### config.mk
export PLATFORM = sky130hd
export DESIGN_NAME = rpa_config
export DESIGN_NICKNAME = d
export VERILOG_FILES = /design/src/rpa_pkg.sv /design/src/rpa_config.sv
export SDC_FILE = /design/constraint.sdc
export NUM_CORES = 1
export LEC_CHECK = 0
export BUFFER_PORTS_ARGS = -buffer_cell sky130_fd_sc_hd__buf_2
export CAP_MARGIN = 10
export CORE_AREA = 2 2 143 145
export DETAILED_ROUTE_END_ITERATION = 7
export DIE_AREA = 0 0 145 147
export GPL_ROUTABILITY_DRIVEN = 1
export PLACE_DENSITY_LB_ADDON = 0.25
export SYNTH_ARGS = -nofsm -noshare
export SYNTH_HDL_FRONTEND = slang
export SYNTH_SLANG_ARGS = --single-unit
### constraint.sdc
create_clock -name i_mclk -period 9.4 [get_ports i_mclk]
set_input_delay 2.82 -clock i_mclk [delete_from_list [all_inputs] [get_ports i_mclk]]
set_output_delay 2.82 -clock i_mclk [all_outputs]
set_load 0.01 [all_outputs]
### src/rpa_pkg.sv
package rpa_pkg;
	// Register offsets (byte addresses)
	localparam logic [11:0] RPA_OFS_PKT_FMT_A = 12'h0514;
	localparam logic [11:0] RPA_OFS_PKT_FMT_B = 12'h0518;
	localparam logic [11:0] RPA_OFS_BASE_ZERO = 12'h051c;
	localparam logic [11:0] RPA_OFS_BASE_ONE = 12'h0520;
	localparam logic [11:0] RPA_OFS_PREFIX_LOW = 12'h0524;
	localparam logic [11:0] RPA_OFS_PREFIX_HIGH = 12'h0528;
	localparam logic [11:0] RPA_OFS_TX_ADDR = 12'h052c;
	localparam logic [11:0] RPA_OFS_RX_ENABLE = 12'h0530;
	localparam logic [11:0] RPA_OFS_FRAME_IN = 12'h0540;
	localparam logic [11:0] RPA_OFS_FRAME_OUT = 12'h0544;
	// Field positions in packet_format_config_b
	localparam int RPA_MAX_PAYLOAD_LSB = 0;
	localparam int RPA_STATIC_EXTRA_LSB = 8;
	localparam int RPA_BASE_LEN_LSB = 16;
	localparam int RPA_ORDER_BIT = 24;
	localparam int RPA_WHITEN_BIT = 25;
	// Writable bits per register
	localparam logic [31:0] RPA_MASK_PKT_FMT_B = 32'h0307_ffff;
	localparam logic [31:0] RPA_MASK_PKT_FMT_A = 32'h0000_000f;
	localparam logic [31:0] RPA_MASK_TX_ADDR = 32'h0000_0007;
	localparam logic [31:0] RPA_MASK_RX_ENABLE = 32'h0000_00ff;
	localparam logic [31:0] RPA_MASK_FRAME_IN = 32'h0000_00ff;
	localparam logic [31:0] RPA_RESET_VALUE = 32'h0000_0000;
	// Legal base length range
	localparam logic [2:0] RPA_BASE_LEN_MIN = 3'h2;
	localparam logic [2:0] RPA_BASE_LEN_MAX = 3'h4;
	localparam logic [7:0] RPA_LENGTH_BITS_MAX = 8'h08;
endpackage

### src/rpa_config.sv
// Implementation choice: the address-and-strobe port.
`timescale 1ns/1ps
// Contract
// - Payload longer than max_payload_bytes is cut to that maximum.
// - Static length extra is added to the length field, transmit and receive; here only the frame_in_r length gets it, i_rx_length_field is unused.
// - Base address length is base_length_bytes, legal from two to four.
// - Address is base address followed by one prefix byte.
// - Bit order zero sends LSB first, one sends MSB first.
// - Bit order applies to header fields, length field and payload.
// - Whitening enable zero turns whitening off, one turns it on.
// - Base address zero is a 32-bit writable register, reset zero.
// - Base address one is a 32-bit writable register, reset zero.
// - Prefixes for logical addresses zero to three share one register.
// - Prefixes for logical addresses four to seven share one register.
// - Transmit logical address picks the base and prefix sent.
// - Each of eight logical addresses may be enabled for reception.
// - Length field width in bits comes from a separate config register.
module rpa_config
(
	input wire logic i_mclk,
	input wire logic i_reset,
	input wire logic [11:0] i_addr,
	input wire logic [31:0] i_wdata,
	input wire logic i_wr,
	input wire logic i_rd,
	output logic [31:0] o_rdata,
	input wire logic [7:0] i_rx_length_field,
	input wire logic [7:0] i_rx_logical_addr,
	output logic [7:0] o_payload_bytes,
	output logic [8:0] o_total_bytes,
	output logic [2:0] o_address_bytes,
	output logic [39:0] o_tx_address,
	output logic [7:0] o_rx_enabled,
	output logic o_rx_accept,
	output logic o_msb_first,
	output logic o_whitening_on,
	output logic [3:0] o_length_field_bits,
	output logic o_base_length_illegal
);
	import rpa_pkg::*;

	logic [31:0] fmt_a_r, fmt_a_nxt;
	logic [31:0] fmt_b_r, fmt_b_nxt;
	logic [31:0] base_address_zero_r, base_address_zero_nxt;
	logic [31:0] base_address_one_r, base_address_one_nxt;
	logic [31:0] pfx_lo_r, pfx_lo_nxt;
	logic [31:0] pfx_hi_r, pfx_hi_nxt;
	logic [31:0] txa_r, txa_nxt;
	logic [31:0] rxen_r, rxen_nxt;
	logic [31:0] frame_in_r, frame_in_nxt;
	logic [31:0] rdata_r, rdata_nxt;
	logic [7:0] pay_r, pay_nxt;
	logic [8:0] tot_r, tot_nxt;
	logic [2:0] alen_r, alen_nxt;
	logic [39:0] txad_r, txad_nxt;
	logic acc_r, acc_nxt;
	logic [7:0] max_payload_bytes, static_length_extra, lenfield, masklen;
	logic [2:0] base_length_bytes;
	logic [2:0] tx_sel;
	logic [31:0] base_sel;
	logic [7:0] prefix_sel;
	logic [31:0] base_cut;

	// Field views of the format register and the transmit address register
	assign max_payload_bytes = fmt_b_r[RPA_MAX_PAYLOAD_LSB +: 8];
	assign static_length_extra = fmt_b_r[RPA_STATIC_EXTRA_LSB +: 8];
	assign base_length_bytes = fmt_b_r[RPA_BASE_LEN_LSB +: 3];
	assign tx_sel = txa_r[2:0];

	// Register writes; only writable bits are kept
	always_comb
	begin
		fmt_a_nxt = fmt_a_r;
		fmt_b_nxt = fmt_b_r;
		base_address_zero_nxt = base_address_zero_r;
		base_address_one_nxt = base_address_one_r;
		pfx_lo_nxt = pfx_lo_r;
		pfx_hi_nxt = pfx_hi_r;
		txa_nxt = txa_r;
		rxen_nxt = rxen_r;
		frame_in_nxt = frame_in_r;
		if (i_wr)
		begin
			case (i_addr)
				RPA_OFS_PKT_FMT_A: fmt_a_nxt = i_wdata & RPA_MASK_PKT_FMT_A;
				RPA_OFS_PKT_FMT_B: fmt_b_nxt = i_wdata & RPA_MASK_PKT_FMT_B;
				RPA_OFS_BASE_ZERO: base_address_zero_nxt = i_wdata;
				RPA_OFS_BASE_ONE: base_address_one_nxt = i_wdata;
				RPA_OFS_PREFIX_LOW: pfx_lo_nxt = i_wdata;
				RPA_OFS_PREFIX_HIGH: pfx_hi_nxt = i_wdata;
				RPA_OFS_TX_ADDR: txa_nxt = i_wdata & RPA_MASK_TX_ADDR;
				RPA_OFS_RX_ENABLE: rxen_nxt = i_wdata & RPA_MASK_RX_ENABLE;
				RPA_OFS_FRAME_IN: frame_in_nxt = i_wdata & RPA_MASK_FRAME_IN;
				default: ;
			endcase
		end
	end

	// Length arithmetic; length field masked to its configured width
	always_comb
	begin
		masklen = 8'hff;
		if (fmt_a_r[3:0] < 4'h8)
			masklen = 8'(({8'h00, 8'h01} << fmt_a_r[3:0]) - 16'h0001);
		lenfield = frame_in_r[7:0] & masklen;
		// Truncation applies to the length field, then static extra added
		pay_nxt = (lenfield > max_payload_bytes) ? max_payload_bytes
			: lenfield;
		tot_nxt = {1'b0, pay_nxt} + {1'b0, static_length_extra};
	end

	// Transmit address assembly and receive accept
	always_comb
	begin
		// Base zero only for logical address zero
		base_sel = (tx_sel == 3'h0) ? base_address_zero_r : base_address_one_r;
		prefix_sel = tx_sel[2] ? pfx_hi_r[{tx_sel[1:0], 3'h0} +: 8]
			: pfx_lo_r[{tx_sel[1:0], 3'h0} +: 8];
		// Unused low base bytes dropped; out-of-range lengths clamp
		alen_nxt = 3'h5;
		base_cut = base_sel;
		if (base_length_bytes <= RPA_BASE_LEN_MIN)
		begin
			alen_nxt = 3'h3;
			base_cut = {base_sel[31:16], 16'h0000};
		end
		else if (base_length_bytes == 3'h3)
		begin
			alen_nxt = 3'h4;
			base_cut = {base_sel[31:8], 8'h00};
		end
		// Prefix byte follows the base on air
		txad_nxt = {prefix_sel, base_cut};
		acc_nxt = rxen_r[i_rx_logical_addr[2:0]] &&
			(i_rx_logical_addr[7:3] == 5'h00);
	end

	// Read mux; unmapped reads return zero
	always_comb
	begin
		rdata_nxt = RPA_RESET_VALUE;
		if (i_rd)
		begin
			case (i_addr)
				RPA_OFS_PKT_FMT_A: rdata_nxt = fmt_a_r;
				RPA_OFS_PKT_FMT_B: rdata_nxt = fmt_b_r;
				RPA_OFS_BASE_ZERO: rdata_nxt = base_address_zero_r;
				RPA_OFS_BASE_ONE: rdata_nxt = base_address_one_r;
				RPA_OFS_PREFIX_LOW: rdata_nxt = pfx_lo_r;
				RPA_OFS_PREFIX_HIGH: rdata_nxt = pfx_hi_r;
				RPA_OFS_TX_ADDR: rdata_nxt = txa_r;
				RPA_OFS_RX_ENABLE: rdata_nxt = rxen_r;
				RPA_OFS_FRAME_IN: rdata_nxt = frame_in_r;
				RPA_OFS_FRAME_OUT: rdata_nxt = {23'h00_0000, tot_r};
				default: rdata_nxt = RPA_RESET_VALUE;
			endcase
		end
	end

	// State registers, all reset to zero except alen_r, which resets to three
	always_ff @(posedge i_mclk)
	begin
		if (i_reset)
		begin
			fmt_a_r <= RPA_RESET_VALUE;
			fmt_b_r <= RPA_RESET_VALUE;
			base_address_zero_r <= RPA_RESET_VALUE;
			base_address_one_r <= RPA_RESET_VALUE;
			pfx_lo_r <= RPA_RESET_VALUE;
			pfx_hi_r <= RPA_RESET_VALUE;
			txa_r <= RPA_RESET_VALUE;
			rxen_r <= RPA_RESET_VALUE;
			frame_in_r <= RPA_RESET_VALUE;
			rdata_r <= RPA_RESET_VALUE;
			pay_r <= 8'h00;
			tot_r <= 9'h000;
			alen_r <= 3'h3;
			txad_r <= 40'h00_0000_0000;
			acc_r <= 1'b0;
		end
		else
		begin
			fmt_a_r <= fmt_a_nxt;
			fmt_b_r <= fmt_b_nxt;
			base_address_zero_r <= base_address_zero_nxt;
			base_address_one_r <= base_address_one_nxt;
			pfx_lo_r <= pfx_lo_nxt;
			pfx_hi_r <= pfx_hi_nxt;
			txa_r <= txa_nxt;
			rxen_r <= rxen_nxt;
			frame_in_r <= frame_in_nxt;
			rdata_r <= rdata_nxt;
			pay_r <= pay_nxt;
			tot_r <= tot_nxt;
			alen_r <= alen_nxt;
			txad_r <= txad_nxt;
			acc_r <= acc_nxt;
		end
	end

	// Outputs straight from flip-flops
	assign o_rdata = rdata_r;
	assign o_payload_bytes = pay_r;
	assign o_total_bytes = tot_r;
	assign o_address_bytes = alen_r;
	assign o_tx_address = txad_r;
	assign o_rx_enabled = rxen_r[7:0];
	assign o_rx_accept = acc_r;
	assign o_msb_first = fmt_b_r[RPA_ORDER_BIT];
	assign o_whitening_on = fmt_b_r[RPA_WHITEN_BIT];
	assign o_length_field_bits = fmt_a_r[3:0];
	// Flag for software misuse, logic still clamps
	assign o_base_length_illegal = (base_length_bytes < RPA_BASE_LEN_MIN) ||
		(base_length_bytes > RPA_BASE_LEN_MAX);
endmodule

==> results of run 1 <==
[layer usage]
layer,up-vias,routed length [um]
li1,4956,-
met1,5027,14300
met2,595,16500
met4,2,958
met5,-,13
met3,77,3490
[area by class of cell]
type / instances / share of cell area
clock buffer: 36 / 0.0585
clock inverter: 12 / 0.0103
inverter: 16 / 0.00451
multi-input combinational: 987 / 0.431
sequential: 265 / 0.398
tap: 270 / 0.0254
timing repair buffer: 182 / 0.0724
[state kept, by name (all words and copies together) (netlist names)]
signal,cells
o_payload_bytes,8
pfx_lo_r,32
base_address_zero_r,32
o_total_bytes,9
base_address_one_r,32
frame_in_r,8
o_rdata,32
fmt_a_r,4
o_address_bytes,3
pfx_hi_r,32
fmt_b_r,21
txa_r,3
rxen_r,8
o_rx_accept,1
o_tx_address,40
[worst paths after layout]
path                              from                          end  slack (ps)  cells after the start
max                          i_addr[1]    pfx_hi_r[29]$_SDFFE_PP0P_        3810                      7
min          pfx_lo_r[18]$_SDFFE_PP0P_    pfx_lo_r[18]$_SDFFE_PP0P_         470                      2
max reg2reg    fmt_a_r[3]$_SDFFE_PP0P_  o_total_bytes[6]$_SDFF_PP0_        4040                     19
min reg2reg  pfx_lo_r[18]$_SDFFE_PP0P_    pfx_lo_r[18]$_SDFFE_PP0P_         470                      2
[where the power goes]
group / switching (mW) / leakage (nW) / internal (mW) / total (mW)
Combinational: 0.0521 / 2.31 / 0.0169 / 0.0690
Sequential: 0.0000831 / 2.13 / 1.12 / 1.12
Clock: 0.453 / 0.452 / 0.640 / 1.09
[synth_stat cells, types with 5 or more instances]
cell type / count / share of area
sky130_fd_sc_hd__a222oi_1: 12 / 0.010
sky130_fd_sc_hd__nor3_1: 6 / 0.0026
sky130_fd_sc_hd__nand2_1: 398 / 0.13
sky130_fd_sc_hd__a22oi_1: 38 / 0.025
sky130_fd_sc_hd__inv_1: 15 / 0.0049
sky130_fd_sc_hd__ha_1: 17 / 0.018
sky130_fd_sc_hd__o21ai_0: 21 / 0.0091
sky130_fd_sc_hd__a21oi_1: 212 / 0.091
sky130_fd_sc_hd__and2_1: 5 / 0.0027
sky130_fd_sc_hd__clkbuf_1: 62 / 0.020
sky130_fd_sc_hd__nand4_1: 7 / 0.0038
sky130_fd_sc_hd__buf_6: 7 / 0.0068
sky130_fd_sc_hd__nand3_1: 19 / 0.0082
sky130_fd_sc_hd__mux2i_1: 30 / 0.026
sky130_fd_sc_hd__a21oi_2: 12 / 0.0091
sky130_fd_sc_hd__a21boi_0: 5 / 0.0032
sky130_fd_sc_hd__and4_1: 5 / 0.0038
sky130_fd_sc_hd__mux2_2: 28 / 0.027
sky130_fd_sc_hd__nor2_1: 54 / 0.017
sky130_fd_sc_hd__a31oi_1: 7 / 0.0038
sky130_fd_sc_hd__nand2b_1: 6 / 0.0032
sky130_fd_sc_hd__dfxtp_1: 265 / 0.46
sky130_fd_sc_hd__nand2_2: 10 / 0.0054
sky130_fd_sc_hd__nor2b_1: 12 / 0.0065
sky130_fd_sc_hd__mux4_2: 18 / 0.035
sky130_fd_sc_hd__buf_2: 31 / 0.013
[critical path, cell delays in order]
cell	delay (ps)
sky130_fd_sc_hd__buf_2	90
sky130_fd_sc_hd__or4b_1	890
sky130_fd_sc_hd__nor4_4	1030
sky130_fd_sc_hd__nand2_1	560
sky130_fd_sc_hd__buf_4	390
sky130_fd_sc_hd__nand2_1	100
sky130_fd_sc_hd__a21oi_1	70
[logic make-up (layout without fill, tap and decap cells)]
group                      Yosys count  count (layout)  share of synthesized area
AOI/OAI and AO/OA                  336             336                      0.172
adders and majority gates           18              18                     0.0201
DFF                                265             265                      0.457
muxes                               76              76                     0.0880
xor gates and xnor gates             3               3                    0.00227
buffers and inverters              125             246                     0.0506
and+or+nand+nor                    554             554                      0.210
[through the flow]
stage	hold slack, ps	util
after CTS	467	0.671
after floorplan	438	-
after detailed placement	459	0.625
after global placement	452	0.625
after global routing	485	0.671
final	465	0.671
==> flow_metrics.py, run 1 <==
metrics = {
    "pwr": {
        "totalPowerFinal_mw": 2.28,
        "power.density_cell_area_nw_per_um2": 171,
        "power.static_leakage_nw": 4.89,
        "vdd_drop_max_v": 0.000145,
    },
    "floorplanning": {
        "die_height_um": 147,
        "dieArea_um2": 21300,
        "die_x_um": 145,
        "top_level_ports": 172,
        "fp-row-count": 52,
        "coreArea_um2": 19800,
        "initial_utilization": 0.584,
    },
    "clocking": {
        "post-cts-setup-buffers": 0,
        "postCtsHoldBufs": 0,
        "cts_sinks": 265,
        "post_cts_resized": 0,
        "cts_made_buffers": 27,
        "clock_tree.htree_level_count": 1,
        "cts-root-to-sink-buffers": 3,
        "cts_root_buf": "sky130_fd_sc_hd__clkbuf_16",
        "insertion_delay_ps": 550,
        "clkSlewWorstSetupHoldPaths_ps": 60,
        "tritoncts": "done",
    },
    "logic_synthesis": {
        "post_synth_inst_count": 1377,
        "synth.cell_area_um2": 11600,
        "yosys_warnings": 0,
        "synth.yosys.seq_area_share": 0.457,
        "share_of_flip_flops_with_an_asynchronous_set_or_reset_after_synthesis": 0,
        "yosys.cell_types.count": 65,
        "ys_dominant_reg_cell": "sky130_fd_sc_hd__dfxtp_1",
        "syn_avg_cell_area_um2": 8.42,
        "number_of_synthesized_flops_with_an_enable_pin": 0,
        "mappedNetlistNets": 1459,
        "synth-seq-cells": 265,
    },
    "global_routing": {
        "globalRouteOverflowTotal": 0,
        "number_of_global_route_vias_before_repair": 9960,
        "gr-max-usage-layer": "met2",
        "pin_count_of_the_biggest_net_entering_global_routing": 88,
        "grtUsageTotal": 0.322,
        "antenna_found_initial": 1,
        "grt_use_met2": 0.513,
        "grt.met3_usage": 0.0531,
        "grt_first_pass_wirelength_um": 55100,
        "gr-usage-met1": 0.447,
    },
    "placed_design": {
        "postPlaceCellArea_um2": 12400,
        "placement.setup.worst_slack_ps": 3290,
        "numPlacedInstances": 1720,
        "hpwl_um": 23000,
        "placement.io_buffers": 163,
        "replace_congestion": 0.983,
    },
    "sta": {
        "slew_headroom": 0.253,
        "setup_violations": 0,
        "fin_crit_ps": 5590,
        "final_worst_setup_slack_ps": 3810,
        "rsz_0062_raised_after_global_routing": "false",
        "final_hold_viol_count": 0,
        "report.final.slew_viol_count": 0,
        "worstMarginPinSlew_ps": 1120,
        "timing.final.crit_share": 0.595,
        "maxClockFrequency_ghz": 0.179,
        "post_route_skew_ps": 22.5,
        "final.setup.tns_ps": 0,
    },
    "setup_path": {
        "timing.critical_path.required_ps": 9790,
        "cp.arrival_ps": 5980,
        "cp-start-kind": "input pin",
        "crit_path_end_kind": "register",
        "worst-setup-path-type": "in2reg",
        "critPathMaxFanout": 20,
    },
    "run_status": {
        "status": "finished clean",
    },
    "layout": {
        "flow.area_growth_from_synthesis_pct": 14.9,
        "most_frequent_cells_in_the_layout": "sky130_fd_sc_hd__nand2_1, sky130_fd_sc_hd__dfxtp_1, sky130_fd_sc_hd__a21oi_1",
        "antenna_cells_inserted": 0,
        "finish.instance_area_um2": 13300,
        "fillCellCount": 1634,
        "layout.cells.most_common": "sky130_fd_sc_hd__nand2_1",
        "final_nets": 1561,
        "layout.area.seq_um2": 5310,
        "fraction_of_final_layout_cells_sized_beyond_drive_strength_1": 0.208,
        "final_cell_count_no_fill": 1768,
        "footprint_of_the_multi_input_gates_um2": 5740,
    },
    "detailed_routing": {
        "route.antenna.remaining_nets": 0,
        "vias": 10657,
        "drt_first_iter_violations": 1123,
        "avgRoutedWirePerCell_um": 20.0,
        "totalWireLength_um": 35300,
        "drcViolationCount": 0,
        "drt-pass1-iter-count": 6,
        "viasPerCell": 6.03,
    },
    "flow_run": {
        "cap_viol_max_count": 0,
    },
    "worst_hold_path": {
        "hold_path_class": "reg2reg",
    },
}
Power figures use the tool's default switching activity.
==> run 2, diff against run 1 <==
--- a/config.mk
+++ b/config.mk
@@ -7,9 +7,9 @@
 export LEC_CHECK = 0
 export BUFFER_PORTS_ARGS = -buffer_cell sky130_fd_sc_hd__buf_2
 export CAP_MARGIN = 10
-export CORE_AREA = 2 2 143 145
+export CORE_AREA = 2 2 146 148
 export DETAILED_ROUTE_END_ITERATION = 7
-export DIE_AREA = 0 0 145 147
+export DIE_AREA = 0 0 148 150
 export GPL_ROUTABILITY_DRIVEN = 1
 export PLACE_DENSITY_LB_ADDON = 0.25
 export SYNTH_ARGS = -nofsm -noshare
==> constraint.sdc (replaced) <==
create_clock -name i_mclk -period 5.4 [get_ports i_mclk]
set_input_delay 1.62 -clock i_mclk [delete_from_list [all_inputs] [get_ports i_mclk]]
set_output_delay 1.62 -clock i_mclk [all_outputs]
set_load 0.01 [all_outputs]
==> run 2 against run 1 <==
  * Clock power grew 74%
  * Worst setup slack worse by 3400 ps
  * Wire length rose by 1.2%
==> flow_metrics.py, run 2 (same netlist as run 1, synthesis figures left out) <==
metrics = {
    "global_routing": {
        "number_of_global_route_vias_before_repair": 10023,
        "antenna_found_initial": 0,
        "grt_first_pass_wirelength_um": 55500,
        "grtUsageTotal": 0.315,
        "globalRouteOverflowTotal": 0,
        "pin_count_of_the_biggest_net_entering_global_routing": 85,
    },
    "sta": {
        "setup_violations": 0,
        "fin_crit_ps": 5000,
        "slew_headroom": 0.252,
        "final.setup.tns_ps": 0,
        "hold_slack_ps": 469,
        "post_route_skew_ps": 14.5,
        "timing.final.crit_share": 0.927,
        "worstMarginPinSlew_ps": 1120,
        "rsz_0062_raised_after_global_routing": "false",
        "final_worst_setup_slack_ps": 396,
        "maxClockFrequency_ghz": 0.200,
        "report.final.slew_viol_count": 0,
        "final_hold_viol_count": 0,
    },
    "floorplanning": {
        "top_level_ports": 172,
        "fp-row-count": 53,
        "initial_utilization": 0.560,
        "dieArea_um2": 22200,
        "die_x_um": 148,
        "die_height_um": 150,
        "coreArea_um2": 20700,
    },
    "pwr": {
        "net-switching-power_mw": 0.886,
        "vdd_drop_max_v": 0.000238,
        "seq_power_share": 0.492,
        "totalPowerFinal_mw": 3.97,
        "power.switching_fraction": 0.223,
        "power_frac_comb": 0.031,
        "power.static_leakage_nw": 4.92,
        "power.density_cell_area_nw_per_um2": 297,
        "cell_internal_pwr_mw": 3.09,
        "clkPwrFrac": 0.477,
    },
    "clocking": {
        "postCtsHoldBufs": 0,
        "post-cts-setup-buffers": 0,
        "insertion_delay_ps": 550,
        "tritoncts": "done",
        "clock_tree.htree_level_count": 1,
        "cts_made_buffers": 28,
        "post_cts_resized": 0,
        "clkSlewWorstSetupHoldPaths_ps": 60,
        "cts_root_buf": "sky130_fd_sc_hd__clkbuf_16",
        "cts-root-to-sink-buffers": 3,
        "cts_sinks": 265,
    },
    "setup_path": {
        "critical_path.slowest_cell": "sky130_fd_sc_hd__or4_1",
        "timing.critical_path.required_ps": 5840,
        "critPathMaxFanout": 10,
        "cp.buffers_inverters": 2,
        "worst-setup-path-type": "reg2reg",
        "timing.critical_path.cells": "or4_1 -> ha_1 -> nor3_1 -> o21ai_0 -> a21boi_0 -> ha_1 -> nand4_1 -> nor2_1 -> a211oi_1 -> buf_4 -> or3_1 -> nand2_1 -> ha_1 -> inv_1 -> fa_1 -> nor2b_1 -> o21ai_0 -> a21boi_0 -> o21ai_0 -> a221oi_1",
        "cp-start-kind": "register",
        "crit_path_end_kind": "register",
        "cpLargestDelayFamily": "simple AND/OR/NAND/NOR gates",
        "longest_individual_stage_delay_on_the_worst_path_ps": 580,
        "cp.arrival_ps": 5440,
    },
    "detailed_routing": {
        "viasPerCell": 6.07,
        "route.antenna.remaining_nets": 0,
        "vias": 10834,
        "totalWireLength_um": 35700,
        "avgRoutedWirePerCell_um": 20.0,
        "drcViolationCount": 0,
        "drt-pass1-iter-count": 6,
        "drt_first_iter_violations": 1280,
    },
    "placed_design": {
        "placement.setup.worst_slack_ps": 596,
        "hpwl_um": 23400,
        "postPlaceCellArea_um2": 12500,
        "replace_congestion": 0.955,
        "placement.io_buffers": 163,
    },
    "layout": {
        "finish.instance_area_um2": 13400,
        "antenna_cells_inserted": 0,
        "most_frequent_cells_in_the_layout": "sky130_fd_sc_hd__nand2_1, sky130_fd_sc_hd__dfxtp_1, sky130_fd_sc_hd__a21oi_1",
        "fillCellCount": 1790,
        "layout.cells.most_common": "sky130_fd_sc_hd__nand2_1",
        "max_ffs_per_register": 40,
        "flow.area_growth_from_synthesis_pct": 15.4,
        "fraction_of_final_layout_cells_sized_beyond_drive_strength_1": 0.210,
        "final_nets": 1570,
    },
    "flow_run": {
        "cap_viol_max_count": 0,
    },
    "worst_hold_path": {
        "hold_path_class": "reg2reg",
    },
    "run_status": {
        "status": "finished clean",
    },
}
[run 2: final cells by class]
cell class / count / area, um^2 / area share
multi-input combinational: 987 / 5720 / 0.427
timing repair buffer: 190 / 1040 / 0.0775
inverter: 16 / 60.1 / 0.00449
clock buffer: 41 / 820 / 0.0612
tap: 275 / 344 / 0.0257
sequential: 265 / 5310 / 0.396
clock inverter: 10 / 98.8 / 0.00738
[run 2: worst min-delay path: stages, from the launching register on]
cell                      delay [ps]
sky130_fd_sc_hd__dfxtp_1         320
sky130_fd_sc_hd__nand2_1          60
sky130_fd_sc_hd__a21oi_1          50
[run 2: routing by layer]
metal	share of wire	track usage	up-vias
li1	-	-	4968
met1	0.40	0.437	5139
met2	0.46	0.509	637
met3	0.10	0.0436	90
met4	0.030	0.108	0
met5	0	0	-
[run 2: final timing paths]
kind                                            start                                  end  slack, ps  cells after the start
hold reg to reg   base_address_one_r[22]$_SDFFE_PP0P_  base_address_one_r[22]$_SDFFE_PP0P_        470                      2
hold / removal    base_address_one_r[22]$_SDFFE_PP0P_  base_address_one_r[22]$_SDFFE_PP0P_        470                      2
setup reg to reg              fmt_a_r[3]$_SDFFE_PP0P_          o_total_bytes[6]$_SDFF_PP0_        400                     20
setup / recovery              fmt_a_r[3]$_SDFFE_PP0P_          o_total_bytes[6]$_SDFF_PP0_        400                     20
[run 2: through the flow]
| step | util | instances |
|---|---|---|
| detailed placement | 0.603 | 1733 |
| finish | 0.647 | 1784 |
| global route | 0.647 | 1784 |
| global placement | 0.603 | 1733 |
| floorplan | - | 1377 |
| CTS | 0.647 | 1784 |
[run 2: power by group through the flow]
stage	logic [mW]	registers [mW]	clock network [mW]
2_1_floorplan	0.0619	2.00	0
3_3_place_gp	0.116	2.00	0
3_5_place_dp	0.117	2.00	0
4_1_cts	0.118	1.95	1.91
5_1_grt	0.126	1.95	1.99
6_report	0.121	1.95	1.90
==> run 3, diff against run 2 <==
--- a/config.mk
+++ b/config.mk
@@ -7,9 +7,9 @@
 export LEC_CHECK = 0
 export BUFFER_PORTS_ARGS = -buffer_cell sky130_fd_sc_hd__buf_2
 export CAP_MARGIN = 10
-export CORE_AREA = 2 2 146 148
+export CORE_AREA = 2 2 143 145
 export DETAILED_ROUTE_END_ITERATION = 7
-export DIE_AREA = 0 0 148 150
+export DIE_AREA = 0 0 145 147
 export GPL_ROUTABILITY_DRIVEN = 1
 export PLACE_DENSITY_LB_ADDON = 0.25
 export SYNTH_ARGS = -nofsm -noshare
==> constraint.sdc (replaced) <==
create_clock -name i_mclk -period 5.8 [get_ports i_mclk]
set_input_delay 1.74 -clock i_mclk [delete_from_list [all_inputs] [get_ports i_mclk]]
set_output_delay 1.74 -clock i_mclk [all_outputs]
set_load 0.01 [all_outputs]
==> run 3 against run 2 <==
  * Via count down 0.92%
  * Worst setup slack better by 390 ps
  * First-iteration DRC count down 13%
  * Hold slack worse by 4.3 ps
  * Core utilization up 2.9 points
  * Wire length down 0.95%
  * Clock power down 6%
  * Total power down 6.2%
  * Die area down 4.0%
  * Critical path type unchanged
  * Largest cell class unchanged
  * Largest power group unchanged
==> flow_metrics.py, run 3 (same netlist as run 1, synthesis figures left out) <==
metrics = {
    "clocking": {
        "postCtsHoldBufs": 0,
        "insertion_delay_ps": 550,
        "clkSlewWorstSetupHoldPaths_ps": 60,
        "cts-root-to-sink-buffers": 3,
        "cts_made_buffers": 28,
        "post-cts-setup-buffers": 0,
        "post_cts_resized": 0,
        "tritoncts": "done",
        "cts_sinks": 265,
        "cts_root_buf": "sky130_fd_sc_hd__clkbuf_16",
        "clock_tree.htree_level_count": 1,
    },
    "flow_run": {
        "cap_viol_max_count": 0,
    },
    "setup_path": {
        "crit_path_end_kind": "register",
        "cp-start-kind": "register",
        "worst-setup-path-type": "reg2reg",
        "timing.critical_path.required_ps": 6240,
        "cp.arrival_ps": 5450,
        "critPathMaxFanout": 10,
        "worstReg2RegStart": "fmt_a_r[3]$_SDFFE_PP0P_",
        "cp_launch_point": "fmt_a_r[3]$_SDFFE_PP0P_",
    },
    "placed_design": {
        "hpwl_um": 23000,
        "placement.setup.worst_slack_ps": 931,
        "postPlaceCellArea_um2": 12500,
        "replace_congestion": 0.986,
        "placement.io_buffers": 163,
    },
    "layout": {
        "post-route-util": 0.676,
        "flow.area_growth_from_synthesis_pct": 15.7,
        "max_ffs_per_register": 40,
        "antenna_cells_inserted": 0,
        "most_frequent_cells_in_the_layout": "sky130_fd_sc_hd__nand2_1, sky130_fd_sc_hd__dfxtp_1, sky130_fd_sc_hd__a21oi_1",
        "final_nets": 1570,
        "fraction_of_final_layout_cells_sized_beyond_drive_strength_1": 0.212,
        "layout.cells.most_common": "sky130_fd_sc_hd__nand2_1",
        "finish.instance_area_um2": 13400,
    },
    "sta": {
        "final.setup.tns_ps": 0,
        "setup_violations": 0,
        "maxClockFrequency_ghz": 0.200,
        "final_hold_viol_count": 0,
        "worstMarginPinSlew_ps": 989,
        "report.final.slew_viol_count": 0,
        "post_route_skew_ps": 14.2,
        "fin_crit_ps": 5010,
        "hold_slack_ps": 465,
        "slew_headroom": 0.332,
        "rsz_0062_raised_after_global_routing": "false",
        "timing.final.crit_share": 0.864,
        "final_worst_setup_slack_ps": 790,
    },
    "detailed_routing": {
        "vias": 10734,
        "totalWireLength_um": 35400,
        "avgRoutedWirePerCell_um": 19.9,
        "route.antenna.remaining_nets": 0,
        "drt_first_iter_violations": 1118,
        "viasPerCell": 6.03,
        "drcViolationCount": 0,
        "drt-pass1-iter-count": 6,
    },
    "pwr": {
        "power.static_leakage_nw": 4.95,
        "cell_internal_pwr_mw": 2.91,
        "power.density_cell_area_nw_per_um2": 278,
        "seq_power_share": 0.488,
        "net-switching-power_mw": 0.813,
        "clkPwrFrac": 0.481,
        "vdd_drop_max_v": 0.000263,
        "power.switching_fraction": 0.218,
        "power_frac_comb": 0.030,
    },
    "floorplanning": {
        "dieArea_um2": 21300,
        "initial_utilization": 0.584,
        "die_height_um": 147,
        "fp-row-count": 52,
        "top_level_ports": 172,
        "coreArea_um2": 19800,
        "die_x_um": 145,
    },
    "global_routing": {
        "globalRouteOverflowTotal": 0,
        "grtUsageTotal": 0.325,
        "antenna_found_initial": 1,
        "pin_count_of_the_biggest_net_entering_global_routing": 123,
        "number_of_global_route_vias_before_repair": 10363,
        "grt_first_pass_wirelength_um": 55800,
    },
    "worst_hold_path": {
        "hold_path_class": "reg2reg",
        "worstHoldStart": "base_address_zero_r[31]$_SDFFE_PP0P_",
    },
    "run_status": {
        "status": "finished clean",
    },
}
==> run 3: cell types whose count changed in the layout (fill, tap and decap cells not counted), sizes merged <==
cell | previous run | this run
clkinv | 7 | 11
clkbuf | 41 | 39
clkinvlp | 2 | 0
bufinv | 1 | 2
==> run 3: stage by stage <==
stage,power [mW],instances
after floorplan,1.92,1377
after global placement,1.97,1728
after detailed placement,1.97,1728
after CTS,3.74,1780
after global routing,3.83,1780
final,3.73,1780
==> run 3: final cells by class <==
class                           instances  area (um^2)
Clock buffer                           39          812
Clock inverter                         13          130
Fill cell                            1619         6430
Inverter                               16         60.1
Multi-Input combinational cell        987         5720
Sequential cell                       265         5310
Tap cell                              270          338
Timing Repair Buffer                  190         1050
==> run 3: critical path, cell delays in order, from the launching register on <==
cell,delay [ps]
sky130_fd_sc_hd__dfxtp_1,410
sky130_fd_sc_hd__or4_1,610
sky130_fd_sc_hd__ha_1,290
sky130_fd_sc_hd__nor3_1,150
sky130_fd_sc_hd__o21ai_0,100
sky130_fd_sc_hd__a21boi_0,360
sky130_fd_sc_hd__ha_1,180
sky130_fd_sc_hd__nand4_1,170
sky130_fd_sc_hd__nor2_1,240
sky130_fd_sc_hd__a211oi_1,70
sky130_fd_sc_hd__buf_4,170
sky130_fd_sc_hd__or3_1,360
sky130_fd_sc_hd__nand2_1,90
sky130_fd_sc_hd__ha_1,180
sky130_fd_sc_hd__inv_1,60
sky130_fd_sc_hd__fa_1,380
sky130_fd_sc_hd__nor2b_1,180
sky130_fd_sc_hd__o21ai_0,130
sky130_fd_sc_hd__a21boi_0,390
sky130_fd_sc_hd__o21ai_0,130
sky130_fd_sc_hd__a221oi_1,260
==> run 3: path summary, 6_finish.rpt <==
kind / endpoint / depth (start not counted) / slack (ps)
worst min register to register: o_tx_address[31]$_SDFF_PP0_ / 2 / 470
worst max-delay path: o_total_bytes[6]$_SDFF_PP0_ / 20 / 790
worst min-delay path: o_tx_address[31]$_SDFF_PP0_ / 2 / 470
worst max register to register: o_total_bytes[6]$_SDFF_PP0_ / 20 / 790
==> run 3: power by group through the flow <==
stage	Sequential, mW	Combinational [mW]	Clock [mW]
finish	1.82	0.113	1.79
global route	1.82	0.118	1.90
CTS	1.82	0.109	1.81
detailed placement	1.86	0.109	0
global placement	1.86	0.108	0
floorplan	1.86	0.0576	0
==> run 3: routing by layer <==
layer | part of all wire | global-route usage
met5 | 0.00037 | 0
met1 | 0.39 | 0.442
met3 | 0.11 | 0.0693
met2 | 0.46 | 0.507
met4 | 0.038 | 0.138
